===== config.mk =====
export PLATFORM = sky130hd
export DESIGN_NAME = cfrrh_master_flat
export DESIGN_NICKNAME = d
export VERILOG_FILES = /design/src/common/cfrrh_pkg.sv /design/src/common/cfrrh_link_if.sv /design/src/cfrrh_cycle_tick.sv /design/src/cfrrh_master.sv /design/src/flat_wrapper.sv
export SDC_FILE = /design/constraint.sdc
export NUM_CORES = 1
export LEC_CHECK = 0
export ABC_CLOCK_PERIOD_IN_PS = 2950
export BUFFER_PORTS_ARGS = -buffer_cell sky130_fd_sc_hd__buf_2
export CORE_MARGIN = 2
export CORE_UTILIZATION = 45
export DETAILED_ROUTE_END_ITERATION = 10
export GPL_TIMING_DRIVEN = 1
export PLACE_DENSITY = 0.74
export SLEW_MARGIN = 20
export SYNTH_ARGS = -nofsm -noshare
export SYNTH_HDL_FRONTEND = slang
export SYNTH_SLANG_ARGS = --single-unit

===== constraint.sdc =====
create_clock -name sys_clk -period 2.95 [get_ports sys_clk]
set_input_delay 0.295 -clock sys_clk [delete_from_list [all_inputs] [get_ports sys_clk]]
set_output_delay 0.295 -clock sys_clk [all_outputs]
set_load 0.1 [all_outputs]

===== src/common/cfrrh_pkg.sv =====
package cfrrh_pkg;
  localparam int          FRAME_BYTES      = 32;
  localparam int          SLOTS            = 16;
  localparam logic [7:0]  CMD_CYCLIC_RW    = 8'h50;
  localparam logic [15:0] CMD_IDLE         = 16'h0000;
  localparam int          BYTE_CMD         = 1;
  localparam int          BYTE_ALARM       = 2;
  localparam int          BYTE_OPTION      = 3;
  localparam int          BYTE_STATUS      = 3;
  localparam int          BYTE_CONN        = 5;
  localparam int          BYTE_SLOT0       = 7;
  localparam int          BYTE_REG_ADDR    = 23;
  localparam int          BYTE_RCMD        = 25;
  localparam int          BYTE_DATA        = 27;
  localparam int          BYTE_RSVD        = 31;
  localparam int          REQUEST_TRIGGER_BIT         = 15;
  localparam int          ACK_BIT          = 15;
  localparam int          STAT_BIT         = 14;
  localparam int          ADDR_PWR_BIT     = 7;
  // Opcode class in bits 13:12 of the command code
  localparam int          CLASS_HI         = 13;
  localparam int          CLASS_LO         = 12;
  localparam logic [1:0]  CLASS_READ       = 2'h0;
  localparam logic [1:0]  CLASS_WRITE      = 2'h1;
  localparam logic [1:0]  CLASS_MAINT      = 2'h2;
  localparam logic [1:0]  CLASS_MONITOR    = 2'h3;
  localparam int          SYS_CLK_HZ       = 50_000_000;
  localparam int          MASTER_CYCLE_NS  = 1000;
  localparam int          DOWN_CYCLE_NS    = 600;
  localparam int          MASTER_CYCLE_CLK = MASTER_CYCLE_NS / (1_000_000_000 / SYS_CLK_HZ);
  localparam int          DOWN_CYCLE_CLK   = DOWN_CYCLE_NS / (1_000_000_000 / SYS_CLK_HZ);
  localparam int          CNT_W            = 8;
  // Avalon map of the master end
  localparam logic [3:0]  A_CTRL           = 4'h0;
  localparam logic [3:0]  A_ADDR           = 4'h1;
  localparam logic [3:0]  A_CMD            = 4'h2;
  localparam logic [3:0]  A_WDATA          = 4'h3;
  localparam logic [3:0]  A_RDATA          = 4'h4;
  localparam logic [3:0]  A_RCMD           = 4'h5;
  localparam logic [3:0]  A_STAT           = 4'h6;
  localparam logic [3:0]  A_IRQ_STAT       = 4'h7;
  localparam logic [3:0]  A_IRQ_MASK       = 4'h8;
  localparam logic [3:0]  A_IO_OUT_LO      = 4'h9;
  localparam logic [3:0]  A_IO_OUT_HI      = 4'hA;
  localparam logic [3:0]  A_IO_OUT_2       = 4'hB;
  localparam logic [3:0]  A_IO_OUT_3       = 4'hC;
  localparam logic [3:0]  A_IO_IN_0        = 4'hD;
  localparam int          CTRL_GO          = 0;
  localparam int          ST_BUSY          = 0;
  localparam int          ST_CONN          = 1;
  localparam int          ST_ERR           = 2;
  localparam int          IRQ_DONE         = 0;
  localparam int          IRQ_ERR          = 1;
  localparam int          IRQ_CONN         = 2;
  localparam int          IRQ_W            = 3;
  // Start-type bits of each slot held low while disconnected
  localparam logic [7:0]  START_MASK       = 8'h03;
  typedef logic [7:0] cfrrh_byte_t;
endpackage : cfrrh_pkg


===== src/common/cfrrh_link_if.sv =====
interface cfrrh_link_if;
  logic                    cmd_strobe;
  logic [32*8-1:0]         cmd_frame;
  logic                    rsp_strobe;
  logic [32*8-1:0]         rsp_frame;
  modport converter (input cmd_strobe, input cmd_frame, output rsp_strobe, output rsp_frame);
  modport master (output cmd_strobe, output cmd_frame, input rsp_strobe, input rsp_frame);
endinterface : cfrrh_link_if


===== src/cfrrh_cycle_tick.sv =====
module cfrrh_cycle_tick #(
  parameter int PERIOD = 2
) (
  input  wire logic sys_clk,  // Clock
  input  wire logic rst_b,    // Async reset, low
  input  wire logic clk_en,   // Freeze when low
  output logic      tick      // One-cycle pulse each period
);
  typedef struct packed
  {
    logic [cfrrh_pkg::CNT_W-1:0] cnt;
    logic                        tick;
  } cfrrh_tick_s;
  cfrrh_tick_s r;
  cfrrh_tick_s next_r;

  always_comb
  begin
    next_r      = r;
    next_r.tick = 1'b0;
    if (r.cnt == cfrrh_pkg::CNT_W'(PERIOD - 1))
    begin
      next_r.cnt  = '0;
      next_r.tick = 1'b1;
    end
    else
    begin
      next_r.cnt = r.cnt + 1'b1;
    end
  end

  always_ff @(posedge sys_clk or negedge rst_b)
  begin
    if (!rst_b)
      r <= '0;
    else if (clk_en)
      r <= next_r;
  end

  assign tick = r.tick;
endmodule : cfrrh_cycle_tick


===== src/cfrrh_master.sv =====
module cfrrh_master (
  input  wire logic        sys_clk,        // Clock
  input  wire logic        rst_b,          // Async reset, low
  input  wire logic        clk_en,         // Freeze when low
  cfrrh_link_if.master     link,           // Frames to and from converter
  input  wire logic [3:0]  avs_address,    // Avalon word address
  input  wire logic        avs_read,       // Avalon read
  input  wire logic        avs_write,      // Avalon write
  input  wire logic [31:0] avs_writedata,  // Avalon write data
  output logic [31:0]      avs_readdata,   // Avalon read data
  output logic             avs_waitrequest,// Avalon wait
  output logic             irq             // Level interrupt
);
  typedef enum logic [2:0] {M_IDLE, M_ADDR, M_REQUEST_TRIGGER, M_DROP, M_WAIT_LOW} cfrrh_mst_e;
  typedef struct packed
  {
    cfrrh_mst_e   st;
    logic [7:0]   addr;
    logic [15:0]  cmd;
    logic [31:0]  wdata;
    logic [31:0]  rdata;
    logic [15:0]  rcmd;
    logic         err;
    logic         conn;
    logic         request_trigger;
    logic [2:0]   irq_st;
    logic [2:0]   irq_mask;
    logic [127:0] io_out;
    logic [255:0] rsp;
    logic [255:0] frame;
    logic         strobe;
    logic [31:0]  rd;
    logic         wait_n;
    logic         irq;
  } cfrrh_mst_s;
  cfrrh_mst_s r;
  cfrrh_mst_s next_r;
  logic       m_tick;

  cfrrh_cycle_tick #(.PERIOD(cfrrh_pkg::MASTER_CYCLE_CLK)) u_mtick (
    .sys_clk (sys_clk),
    .rst_b   (rst_b),
    .clk_en  (clk_en),
    .tick    (m_tick)
  );

  always_comb
  begin
    logic [2:0]   ev;
    logic         conn_now;
    logic [255:0] cf;
    logic [7:0]   raddr;
    logic         rack;
    ev       = '0;
    next_r   = r;
    cf       = '0;
    conn_now = r.rsp[cfrrh_pkg::BYTE_CONN*8];
    raddr    = r.rsp[cfrrh_pkg::BYTE_REG_ADDR*8 +: 8];
    rack     = r.rsp[cfrrh_pkg::BYTE_RCMD*8 + cfrrh_pkg::ACK_BIT];
    next_r.strobe = 1'b0;
    if (link.rsp_strobe)
      next_r.rsp = link.rsp_frame;
    // Wait for the connection to turn on before any request
    if (conn_now && !r.conn)
      ev[cfrrh_pkg::IRQ_CONN] = 1'b1;
    next_r.conn = conn_now;
    if (!conn_now)
    begin
      next_r.request_trigger = 1'b0;
      if (r.st != M_IDLE)
        next_r.st = M_IDLE;
    end
    else
    begin
      unique case (r.st)
        M_IDLE: ;
        M_ADDR:
          if (raddr == r.addr)
          begin
            next_r.request_trigger = 1'b1;
            next_r.st   = M_REQUEST_TRIGGER;
          end
        M_REQUEST_TRIGGER:
          if (rack)
          begin
            next_r.rcmd  = r.rsp[cfrrh_pkg::BYTE_RCMD*8 +: 16];
            next_r.rdata = r.rsp[cfrrh_pkg::BYTE_DATA*8 +: 32];
            next_r.err   = r.rsp[cfrrh_pkg::BYTE_RCMD*8 + cfrrh_pkg::STAT_BIT];
            next_r.request_trigger  = 1'b0;
            next_r.st    = M_WAIT_LOW;
          end
        M_DROP: next_r.st = M_WAIT_LOW;
        M_WAIT_LOW:
          if (!rack)
          begin
            next_r.st = M_IDLE;
            ev[cfrrh_pkg::IRQ_DONE] = 1'b1;
            ev[cfrrh_pkg::IRQ_ERR]  = r.err;
          end
      endcase
    end
    next_r.wait_n = 1'b0;
    // Writes land only on the edge that sees waitrequest low
    if (avs_write && r.wait_n)
      unique case (avs_address)
          cfrrh_pkg::A_CTRL:
            if (avs_writedata[cfrrh_pkg::CTRL_GO] && r.st == M_IDLE && conn_now)
              next_r.st = M_ADDR;
          cfrrh_pkg::A_ADDR:     next_r.addr  = avs_writedata[7:0];
          cfrrh_pkg::A_CMD:      next_r.cmd   = avs_writedata[15:0];
          cfrrh_pkg::A_WDATA:    next_r.wdata = avs_writedata;
          cfrrh_pkg::A_IRQ_STAT: next_r.irq_st = r.irq_st & ~avs_writedata[2:0];
          cfrrh_pkg::A_IRQ_MASK: next_r.irq_mask = avs_writedata[2:0];
          cfrrh_pkg::A_IO_OUT_LO: next_r.io_out[31:0]   = avs_writedata;
          cfrrh_pkg::A_IO_OUT_HI: next_r.io_out[63:32]  = avs_writedata;
          cfrrh_pkg::A_IO_OUT_2:  next_r.io_out[95:64]  = avs_writedata;
          cfrrh_pkg::A_IO_OUT_3:  next_r.io_out[127:96] = avs_writedata;
          default: ;
        endcase
    if ((avs_read || avs_write) && !r.wait_n)
    begin
      next_r.wait_n = 1'b1;
      next_r.rd     = '0;
      if (avs_read)
        unique case (avs_address)
          cfrrh_pkg::A_ADDR:     next_r.rd = {24'h000000, r.addr};
          cfrrh_pkg::A_CMD:      next_r.rd = {16'h0000, r.cmd};
          cfrrh_pkg::A_WDATA:    next_r.rd = r.wdata;
          cfrrh_pkg::A_RDATA:    next_r.rd = r.rdata;
          cfrrh_pkg::A_RCMD:     next_r.rd = {16'h0000, r.rcmd};
          cfrrh_pkg::A_STAT:     next_r.rd = {29'h0, r.err, conn_now, r.st != M_IDLE};
          cfrrh_pkg::A_IRQ_STAT: next_r.rd = {29'h0, r.irq_st};
          cfrrh_pkg::A_IRQ_MASK: next_r.rd = {29'h0, r.irq_mask};
          cfrrh_pkg::A_IO_IN_0:  next_r.rd = r.rsp[cfrrh_pkg::BYTE_SLOT0*8 +: 32];
          default:               next_r.rd = '0;
        endcase
    end
    // Set wins over a simultaneous clear
    next_r.irq_st = next_r.irq_st | ev;
    next_r.irq    = |(next_r.irq_st & next_r.irq_mask);
    if (m_tick)
    begin
      next_r.strobe = 1'b1;
      cf[cfrrh_pkg::BYTE_CMD*8 +: 8] = cfrrh_pkg::CMD_CYCLIC_RW;
      for (int i = 0; i < cfrrh_pkg::SLOTS; i++)
        cf[(cfrrh_pkg::BYTE_SLOT0 + i)*8 +: 8] =
          conn_now ? r.io_out[i*8 +: 8] : (r.io_out[i*8 +: 8] & ~cfrrh_pkg::START_MASK);
      cf[cfrrh_pkg::BYTE_REG_ADDR*8 +: 8] = r.addr;
      cf[cfrrh_pkg::BYTE_RCMD*8 +: 16] = conn_now ?
        {r.request_trigger, r.cmd[14:0]} : cfrrh_pkg::CMD_IDLE;
      cf[cfrrh_pkg::BYTE_DATA*8 +: 32] = r.wdata;
      next_r.frame = cf;
    end
  end

  always_ff @(posedge sys_clk or negedge rst_b)
  begin
    if (!rst_b)
      r <= '0;
    else if (clk_en)
      r <= next_r;
  end

  assign link.cmd_strobe = r.strobe;
  assign link.cmd_frame  = r.frame;
  assign avs_readdata    = r.rd;
  assign avs_waitrequest = ~r.wait_n & (avs_read | avs_write);
  assign irq             = r.irq;
endmodule : cfrrh_master


===== src/flat_wrapper.sv =====
// flat-port wrapper written by rule: the top's interface ports become plain ports
module cfrrh_master_flat 
  (sys_clk, rst_b, clk_en, avs_address, avs_read, avs_write, avs_writedata, avs_readdata, avs_waitrequest, irq, link_cmd_strobe, link_cmd_frame, link_rsp_strobe, link_rsp_frame);
  cfrrh_link_if link_i ();
  input  wire logic sys_clk;
  input  wire logic rst_b;
  input  wire logic clk_en;
  input  wire logic [3:0] avs_address;
  input  wire logic avs_read;
  input  wire logic avs_write;
  input  wire logic [31:0] avs_writedata;
  output logic [31:0] avs_readdata;
  output logic avs_waitrequest;
  output logic irq;
  output wire logic [$bits(link_i.cmd_strobe)-1:0] link_cmd_strobe;
  output wire logic [$bits(link_i.cmd_frame)-1:0] link_cmd_frame;
  input wire logic [$bits(link_i.rsp_strobe)-1:0] link_rsp_strobe;
  input wire logic [$bits(link_i.rsp_frame)-1:0] link_rsp_frame;
  assign link_cmd_strobe = link_i.cmd_strobe;
  assign link_cmd_frame = link_i.cmd_frame;
  assign link_i.rsp_strobe = link_rsp_strobe;
  assign link_i.rsp_frame = link_rsp_frame;
  cfrrh_master u_core (.sys_clk(sys_clk), .rst_b(rst_b), .clk_en(clk_en), .link(link_i), .avs_address(avs_address), .avs_read(avs_read), .avs_write(avs_write), .avs_writedata(avs_writedata), .avs_readdata(avs_readdata), .avs_waitrequest(avs_waitrequest), .irq(irq));
endmodule

==> impl.org, run 1 <==
** Clocking
- Clock tree synthesis selected as its root buffer the cell clkbuf_16.
- Post-cts gate resize count :: 0
- TritonCTS created 56 clock buffers.
- H-tree depth :: 2
- Clock slew at the register clock pins of the worst setup and hold paths :: 60 ps
- CTS sink count :: between 500 and 600
- Clk_lat worst skew :: approximately 610 ps
- TritonCTS built the clock tree.
- Buffers from clock root to sink, at most :: 3

** Timing
- Setup repair after global routing left no endpoint under its margin.
- Headroom to the max-slew limit came out at around 48%.
- Final Slew Violations :: 0
- Hold violation total from the final report :: 0
- Count of final setup violators :: 0
- Worst hold slack :: around 44 ps
- The routed design could run at a clock period as short as approximately 2100 ps.
- Fmax :: about 490 MHz
- Final setup TNS :: 0 ps
- Across the routed clock network, the largest skew measured is around 26 ps.
- For the pin with the worst max-slew slack, the measured transition is between 700 and 800 ps.
- Setup slack on the critical path of the routed design comes to between 800 and 900 ps.
- Of the available clock period, the critical path in the final layout requires ~70%.

** Floorplanning
- Number of placed I/O pins :: slightly below 600
- The floorplan step set the die width to around 240 um.
- Starting density of the core :: ~45%
- Vertical extent of the die :: 236 um
- Die area :: 55800 um2
- After floorplanning, the core was divided into 85 placement rows.
- Core ar. :: ~54000 um2

** Final layout
- For this run, the number of standard cells in the final layout without fillers is roughly 2700.
- Cells with a size suffix above 1 make up a little under half of the layout.
- Layout fillers :: about 4500
- Compared with the post-synthesis result, the final layout area differs by 14.4%.
- In the final design database the tool counted 2278 nets.
- The finished cells cover 27800 um2.

** Global route
- The first global-routing pass estimated ~90000 um of wire.
- The initial antenna violation count is 4.
- Via count of the first global-routing pass :: 14900
- Summed over all layers, the global routing overflow is 0.
- Global-route total usage across every layer :: between 20% and 30%
- Entering global routing, the biggest net connects 85 pins.

** Placement
- Number of cells after detailed placement :: 2519
- HPWL after detailed placement :: between 30000 and 40000 um
- Once placement finished, the instance area stood at 25000 um2.
- The count of buffers added on input and output ports is 351.
- Setup WS pre-CTS :: 525 ps
- Routability-driven placement finished with a final weighted congestion of approximately 0.83.

** Critical path
- Worst R2R Setup Slack :: roughly 940 ps
- The critical path is of the reg2out type.
- Worst Setup End Kind :: primary output
- Worst reg2reg path startpoint :: u_core.r[1]
- Number of cell instances on the worst register-to-register path :: 4
- Required time worst endpoint :: approximately 2700 ps
- Cells traversed along the worst timing path :: nor2_1, buf_2
- The worst setup path is launched from a register.
- The endpoint identified for the worst register-to-register timing path is u_core.avs_readdata[19].
- Worst-path fanout max :: 9
- Crit path DAT :: between 1500 and 2000 ps
- Slowest cell on the critical path :: dfrtp_1
- For this run, the slowest stage of the critical path takes 490 ps.

** Detailed routing
- Highest layer used for signal routing :: met4
- Vias per inst :: 5.28
- Met3 wire length :: roughly 3500 um
- WL/cell :: 21.2 um
- Number of vias after detailed routing :: about 14000
- For this run, design rule violations remaining after detail routing come to 0.
- Met2 wire length :: 26900 um
- First-iteration detailed-routing DRC count :: approximately 850
- The routed design has ~58000 um of wire.
- Count of antenna-violating nets left after detailed routing :: 0
- In the final routing, the length of wire on met1 measures ~26000 um.
- TritonRoute pass-1 iters :: 7

** Logic synthesis
- The Yosys step of the flow raised 0 warnings.
- Yosys mapped a number of flops with a built-in enable equal to 0.
- After synthesis, the mean cell area works out to roughly 14 um2.
- After synthesis, the netlist uses between 60 and 70 different library cells.
- Post-synth top area cell :: dfrtp_1
- The share of the Yosys chip area taken by registers is roughly 58%.
- Synthesis inferred around 560 register bits.
- Area share of the leading cell type in the synthesized netlist :: between 50% and 60%
- Largest cells by area after synthesis :: dfrtp_1 58%, mux2_2 21%, buf_4 9.3%
- Post-synthesis cell count :: ~1700
- Combined area of all synthesized cells :: about 24000 um2
- Post-synth top flop :: dfrtp_1
- Async S/R FF share, synth :: 100%

** Status
- Outcome :: completed

** Worst hold path
- The path class of the tightest hold or removal check is in2reg.
- The path with the worst hold slack has its endpoint at u_core.r[599].
- In this run the most critical hold path is launched from avs_writedata[20].
- Worst Hold Path Cells :: 2

** Pwr
- Across the VDD grid, the largest voltage drop is 0.000531 V.
- Leakage :: around 14 nW
- Power Density :: about 640 nW/um2

** Flow run
- Max Cap Violations :: 0
metrics by stage:
step                      power [W]  util [%]
after floorplan              0.0105         -
after global placement       0.0110      46.7
after detailed placement     0.0111      46.7
after CTS                    0.0181      51.8
after global routing         0.0186      51.8
final                        0.0179      51.8
cell usage after synthesis, types with 7 or more instances:
cell      instances
mux2_2          451
a222oi_1         24
a21oi_1          17
buf_4           300
a22o_1           48
a22oi_1          23
nand3_1          11
clkbuf_1         19
nor2_1           16
a21o_1           16
dfrtp_1         561
xnor2_1          10
o21ai_1          10
a31oi_1           7
nand2_1          36
buf_2            34
inv_1             8
o21ai_0          28
mux2_1            9
buf_1            15
buf_6            12
per-layer routing:
metal / vias up / global-route usage [%]
met5: - / 0
met4: 0 / 6.33
met3: 99 / 4.37
met2: 507 / 32.7
met1: 7437 / 29.0
li1: 6306 / -
area by class of cell:
class / count / area, um2 / area share, %
Inverter: 9 / 33.8 / 0.122
Clock inverter: 18 / 186 / 0.672
Timing Repair Buffer: 490 / 3230 / 11.6
Multi-Input combinational cell: 860 / 7820 / 28.2
Antenna cell: 2 / 5.00 / 0.0180
Sequential cell: 561 / 14000 / 50.6
Clock buffer: 81 / 1580 / 5.67
Tap cell: 696 / 871 / 3.14
power by group:
group	switching, W	internal [W]
combinational	0.00150	0.000782
sequential	0.000460	0.00832
clock	0.00295	0.00388
flip-flops by register name, summed over array words and instances, names as in the netlist:
signal,flops
u_core.irq,1
u_core.u_mtick.r,8
u_core.link.cmd_strobe,1
u_core.u_mtick.tick,1
u_core.r,332
u_core.avs_readdata,32
u_core.next_r,1
u_core.link.cmd_frame,185
kinds of logic after synthesis:
logic type	after synthesis	share of synthesized area [%]
simple gates	121	3.00
mux	465	21.6
fa+ha+maj	2	0.103
buf+inv	389	11.2
flops	561	57.9
other cells	1	0.0155
xor+xnor	11	0.397
compound gates	191	5.86
worst max-delay path, delay by kind of cell, from the launching register on:
kind / cells / cell delay (ps)
buffers and inverters: 1 / 460
flip-flops: 1 / 490
AND/OR/NAND/NOR: 1 / 210
placed cells by master (no fill, tap or decap), types with 10 or more instances in the layout:
cell,n
conb_1,70
mux2_2,451
dfrtp_1,561
buf_4,28
o21ai_0,28
nand3_1,10
buf_12,14
dlygate4sd3_1,97
a222oi_1,24
a21o_1,16
a21oi_1,17
clkbuf_16,56
o21ai_1,10
a22o_1,48
nand2_1,34
xnor2_1,10
clkbuf_1,17
buf_2,350
nor2_1,16
a22oi_1,23
worst max path at each step:
stage,from,endpoint,slack (ps),cells past startpoint
global placement,avs_address[1],u_core.avs_readdata[14],510,6
detailed placement,avs_address[1],u_core.avs_readdata[14],520,6
CTS,u_core.r[1],avs_waitrequest,850,2
global route,u_core.r[1],avs_waitrequest,820,2
finish,u_core.r[1],avs_waitrequest,890,2
floorplan,u_core.r[1],u_core.avs_readdata[10],280,5
repair_timing:
| item | CTS | global route |
|---|---|---|
| hold buffers | 97 | 0 |
| buffers inserted | 0 | 0 |
| hold endpoints to repair | 160 | 0 |
Note: power is estimated with default switching activity, not from simulation.
==> run 2, diff against run 1 <==
--- a/config.mk
+++ b/config.mk
@@ -5,7 +5,8 @@
 export SDC_FILE = /design/constraint.sdc
 export NUM_CORES = 1
 export LEC_CHECK = 0
-export ABC_CLOCK_PERIOD_IN_PS = 2950
+export ABC_AREA = 1
+export ABC_CLOCK_PERIOD_IN_PS = 2100
 export BUFFER_PORTS_ARGS = -buffer_cell sky130_fd_sc_hd__buf_2
 export CORE_MARGIN = 2
 export CORE_UTILIZATION = 45
==> constraint.sdc (replaced) <==
create_clock -name sys_clk -period 2.1 [get_ports sys_clk]
set_input_delay 0.21 -clock sys_clk [delete_from_list [all_inputs] [get_ports sys_clk]]
set_output_delay 0.21 -clock sys_clk [all_outputs]
set_load 0.1 [all_outputs]
==> run 2 against run 1 <==
Compared with the run above:
- sequential cell count did not move
- register-to-register slack got worse by 620 ps
- count of clock-buffer cells in the layout rose by 8
- utilization rose by 1.6 points
- global-route usage rose by 3.4 points
- clock power rose by 63%
- sequential power rose by 49%
- design area rose by 1.7%
- combinational power rose to 3.7 times the previous value
- critical path type unchanged
- critical endpoint unchanged
- largest power group unchanged
==> impl.org, run 2 <==
** Critical path
- The worst setup path is captured at a primary output.
- Startpoint-to-endpoint class of the critical path :: reg2out
- The worst stage delay on the critical path came to 500 ps (about the same).
- Required time worst endpoint :: 1890 ps (-760 ps)
- Largest delay share family, worst path :: buffers and inverters
- Crit path DAT :: 1830 ps (+60 ps)
- Slowest cell on the critical path :: buf_2
- STA classifies the critical path startpoint as a register.
- The count of buffer and inverter cells on the critical path is 1 (unchanged).
- The top fanout value on the critical path came to 4 (-5).
- Cells traversed along the worst timing path :: nor2_1, buf_2

** Clocking
- The CTS clock-pin slew for the worst setup and hold paths came to 60 ps (about the same).
- Num CTS Buffers :: 58 (+3.6%)
- Post-cts gate resize count :: 0 (unchanged)
- The post-CTS setup-driven buffer insertion count is 0 (unchanged).
- H-tree depth :: 2 (unchanged)
- Buffers from clock root to sink, at most :: 3 (unchanged)
- The post-cts hold buffer count is 100 (+3.1%).
- CTS tree :: done
- Clk_lat worst skew :: 620 ps (about the same)
- The total number of clock tree sinks is 561 (unchanged).
- Clock root buffer :: clkbuf_16

** Logic synthesis
- In the post-synthesis netlist, the biggest area contributors are dfrtp_1 58%, nand2_1 13%, buf_4 9.1%.
- Synthesis Warnings :: 0 (unchanged)
- The share of flip-flops with an asynchronous set or reset after synthesis came to 100% (unchanged).
- Most frequent cells after synthesis :: 852 x nand2_1, 561 x dfrtp_1, 293 x buf_4
- Post-synth top flop :: dfrtp_1
- The area share of the largest cell type after synthesis is 58.1% (+0.23 points).
- Of all cell types, the one taking the most synthesized area is dfrtp_1.
- Fraction of the yosys area taken by sequential cells :: 58.1% (+0.23 points)
- Combined area of all synthesized cells :: 24200 um2 (-0.39%)
- The number of distinct library cell variants in the gate-level netlist after synthesis was 35 (-44%).
- Post-synthesis cell count :: 2592 (+49%)
- The number of synthesized flops with an enable pin came to 0 (unchanged).
- Total of flip-flops plus latches after synthesis :: 561 (unchanged)
- Mean instance size in the synthesized netlist :: 9.32 um2 (-33%)
- The most common cell in the synthesized netlist is nand2_1.

** Final layout
- The top cell types in the final layout, fill and taps aside, are 848 x nand2_1, 560 x dfrtp_1, 350 x buf_2.
- The number of flip-flops in the largest register came to 332 (unchanged).
- Leading cell type in the layout, fill and taps excluded :: nand2_1
- The net count of the finished layout came to 3124 (+37%).
- Relative to the synthesized area, the layout overhead comes to 16.8%.
- Fraction of layout instances using a drive strength above 1 :: 20.6% (-27 points)
- Largest Register :: u_core.r

** Detailed routing
- Number of vias after detailed routing :: 17900 (+25%)
- The number of violations reported at the end of detailed-routing iteration 0 is 1321 (+56%).
- The number of routed nets with antenna violations is 0 (unchanged).
- Remaining design rule violation count :: 0 (unchanged)
- TritonRoute pass-1 iters :: 5 (-2)
- The detailed-route wire length per cell is 18.7 um (-12%).
- Vias per inst :: 5.04 (-4.6%)
- The total wirelength of the detailed-routed design was 66800 um (+16%).

** Global route
- The initial antenna violation count is 1 (-3).
- Met3 layer usage reported by global route :: 4.53% (+0.16 points)
- Via count of the first global-routing pass :: 17800 (+20%)
- The remaining global-route overflow is 0 (unchanged).
- The met1 capacity usage during global routing is 33.6% (+4.6 points).
- The maximum number of pins on one net before global-route repair came to 83 (-2.4%).
- The all-layer global routing usage came to 24.1% (+3.4 points).
- The wire length of the first global-routing pass came to 104000 um (+16%).
- Routing layer with the top usage in global route :: met2
- Fraction of met2 tracks used by global routing :: 37.9% (+5.2 points)

** Floorplanning
- The die width came to 236 um (-0.19%).
- Vertical extent of the die :: 236 um (-0.19%)
- The overall die area is 55600 um2 (-0.39%).
- Starting density of the core :: 45.7% (+0.45 points)
- Rows :: 84 (-1.2%)
- The boundary pin count is 589 (unchanged).
- Core ar. :: 52900 um2 (-1.4%)

** Timing
- Clock Skew :: 23.5 ps (-2.26 ps)
- Normalized max-slew margin :: 50.9% (+2.5 points)
- The total negative setup slack came to 0 ps (unchanged).
- The count of final hold-check violations was 0 (unchanged).
- The smallest clock period supported by the final layout is computed as ~2000 ps.
- Count of final setup violators :: 0 (unchanged)
- Of the available clock period, the critical path in the final layout requires 96.9%.
- The measured slew at the worst slew-check pin is 736 ps (-37.4 ps).
- Setup repair after global routing left no endpoint under its margin.
- The post-layout worst setup margin came to 64.8 ps (-825 ps).
- Timing would allow up to between 400 and 500 MHz.
- The final count of pins violating max slew was 0 (unchanged).

** Worst hold path
- The tightest min-delay check is of the in2reg type.

** Placement
- Port bufs :: 351 (unchanged)
- Setup WS pre-CTS :: 146 ps (-379 ps)
- HPWL after detailed placement :: 44100 um (+13%)
- Routability Congestion :: 0.902 (+8.7%)

** Pwr
- Worst supply voltage drop on vdd :: 0.000728 V (+37%)
- Leakage :: 15.1 nW (+5.8%)
- The areal power density over the cells came to 1160 nW/um2 (+79%).

** Flow run
- Max Cap Violations :: 0 (unchanged)

** Status
- Outcome :: completed
run 2: changes by cell type in the layout (fill, tap and decap cells not counted), moves of 13 or more:
| cell | before | now |
|---|---|---|
| a22o_1 | 48 | 0 |
| clkbuf_8 | 8 | 21 |
| a21o_1 | 16 | 0 |
| mux2_2 | 451 | 59 |
| nor2_1 | 16 | 96 |
| a22oi_1 | 23 | 0 |
| a222oi_1 | 24 | 0 |
| a32o_1 | 2 | 36 |
| inv_1 | 8 | 153 |
| a21oi_1 | 17 | 69 |
| nand2_1 | 34 | 848 |
| o21ai_0 | 28 | 262 |
| nand3_1 | 10 | 27 |
run 2: worst min-delay path, delay by kind of cell:
family	cells	cell delay (ps)
AOI/OAI and AO/OA	1	190
buffers and inverters	2	210
run 2: final timing paths:
kind / from / to / slack (ps) / depth (start not counted)
worst max-delay path: u_core.r[1] / avs_waitrequest / 60 / 2
worst min-delay path: avs_writedata[31] / u_core.r[610] / 50 / 3
worst max register to register: u_core.r[1] / u_core.r[669] / 320 / 6
worst min register to register: u_core.r[585] / u_core.link.cmd_frame[94] / 470 / 2
max in group asynchronous: rst_b / u_core.avs_readdata[9] / 1130 / 3
min in group asynchronous: rst_b / u_core.r[621] / 150 / 2
run 2: power breakdown:
part | leakage [nW] | switching, W | internal, W
sequential | 7.36 | 0.000873 | 0.0122
combinational | 6.68 | 0.00698 | 0.00152
clock | 1.02 | 0.00433 | 0.00673
total | 15.1 | 0.0122 | 0.0205
run 2: cell families (layout without fill, tap and decap cells):
| kind of cell | count (synthesis) | after routing | share of synthesized area [%] |
|---|---|---|---|
| xor+xnor | 5 | 5 | 0.181 |
| mux | 59 | 59 | 2.75 |
| flops | 561 | 561 | 58.1 |
| simple gates | 994 | 994 | 15.9 |
| other cells | 1 | 75 | 0.0155 |
| compound gates | 404 | 404 | 9.43 |
| buf+inv | 566 | 774 | 13.5 |
| fa+ha+maj | 2 | 2 | 0.104 |
run 2: per-stage QoR:
stage | total power [W] | cells | area, um2 | util [%] | hold slack (ps)
finish | 0.0326 | 3562 | 28200 | 53.4 | 45.0
global route | 0.0339 | 3558 | 28200 | 53.4 | 34.4
floorplan | 0.0207 | 2661 | 24400 | - | -85.6
CTS | 0.0328 | 3557 | 28200 | 53.4 | 0.784
global placement | 0.0214 | 3352 | 25100 | 47.5 | 221
detailed placement | 0.0216 | 3352 | 25100 | 47.5 | 219
run 2: cell type report:
class	count	area, um2
Antenna cell	5	12.5
Clock buffer	89	1800
Clock inverter	16	274
Fill cell	4589	24600
Inverter	159	599
Multi-Input combinational cell	1534	7140
Sequential cell	561	14000
Tap cell	688	861
Timing Repair Buffer	510	3500
run 2: per-layer routing:
layer  vias to the layer above  wire length (um)
met5                         -                 0
met4                         0              2120
met3                       141              4480
met2                       654             30600
met1                      8816             29500
li1                       8331                 -
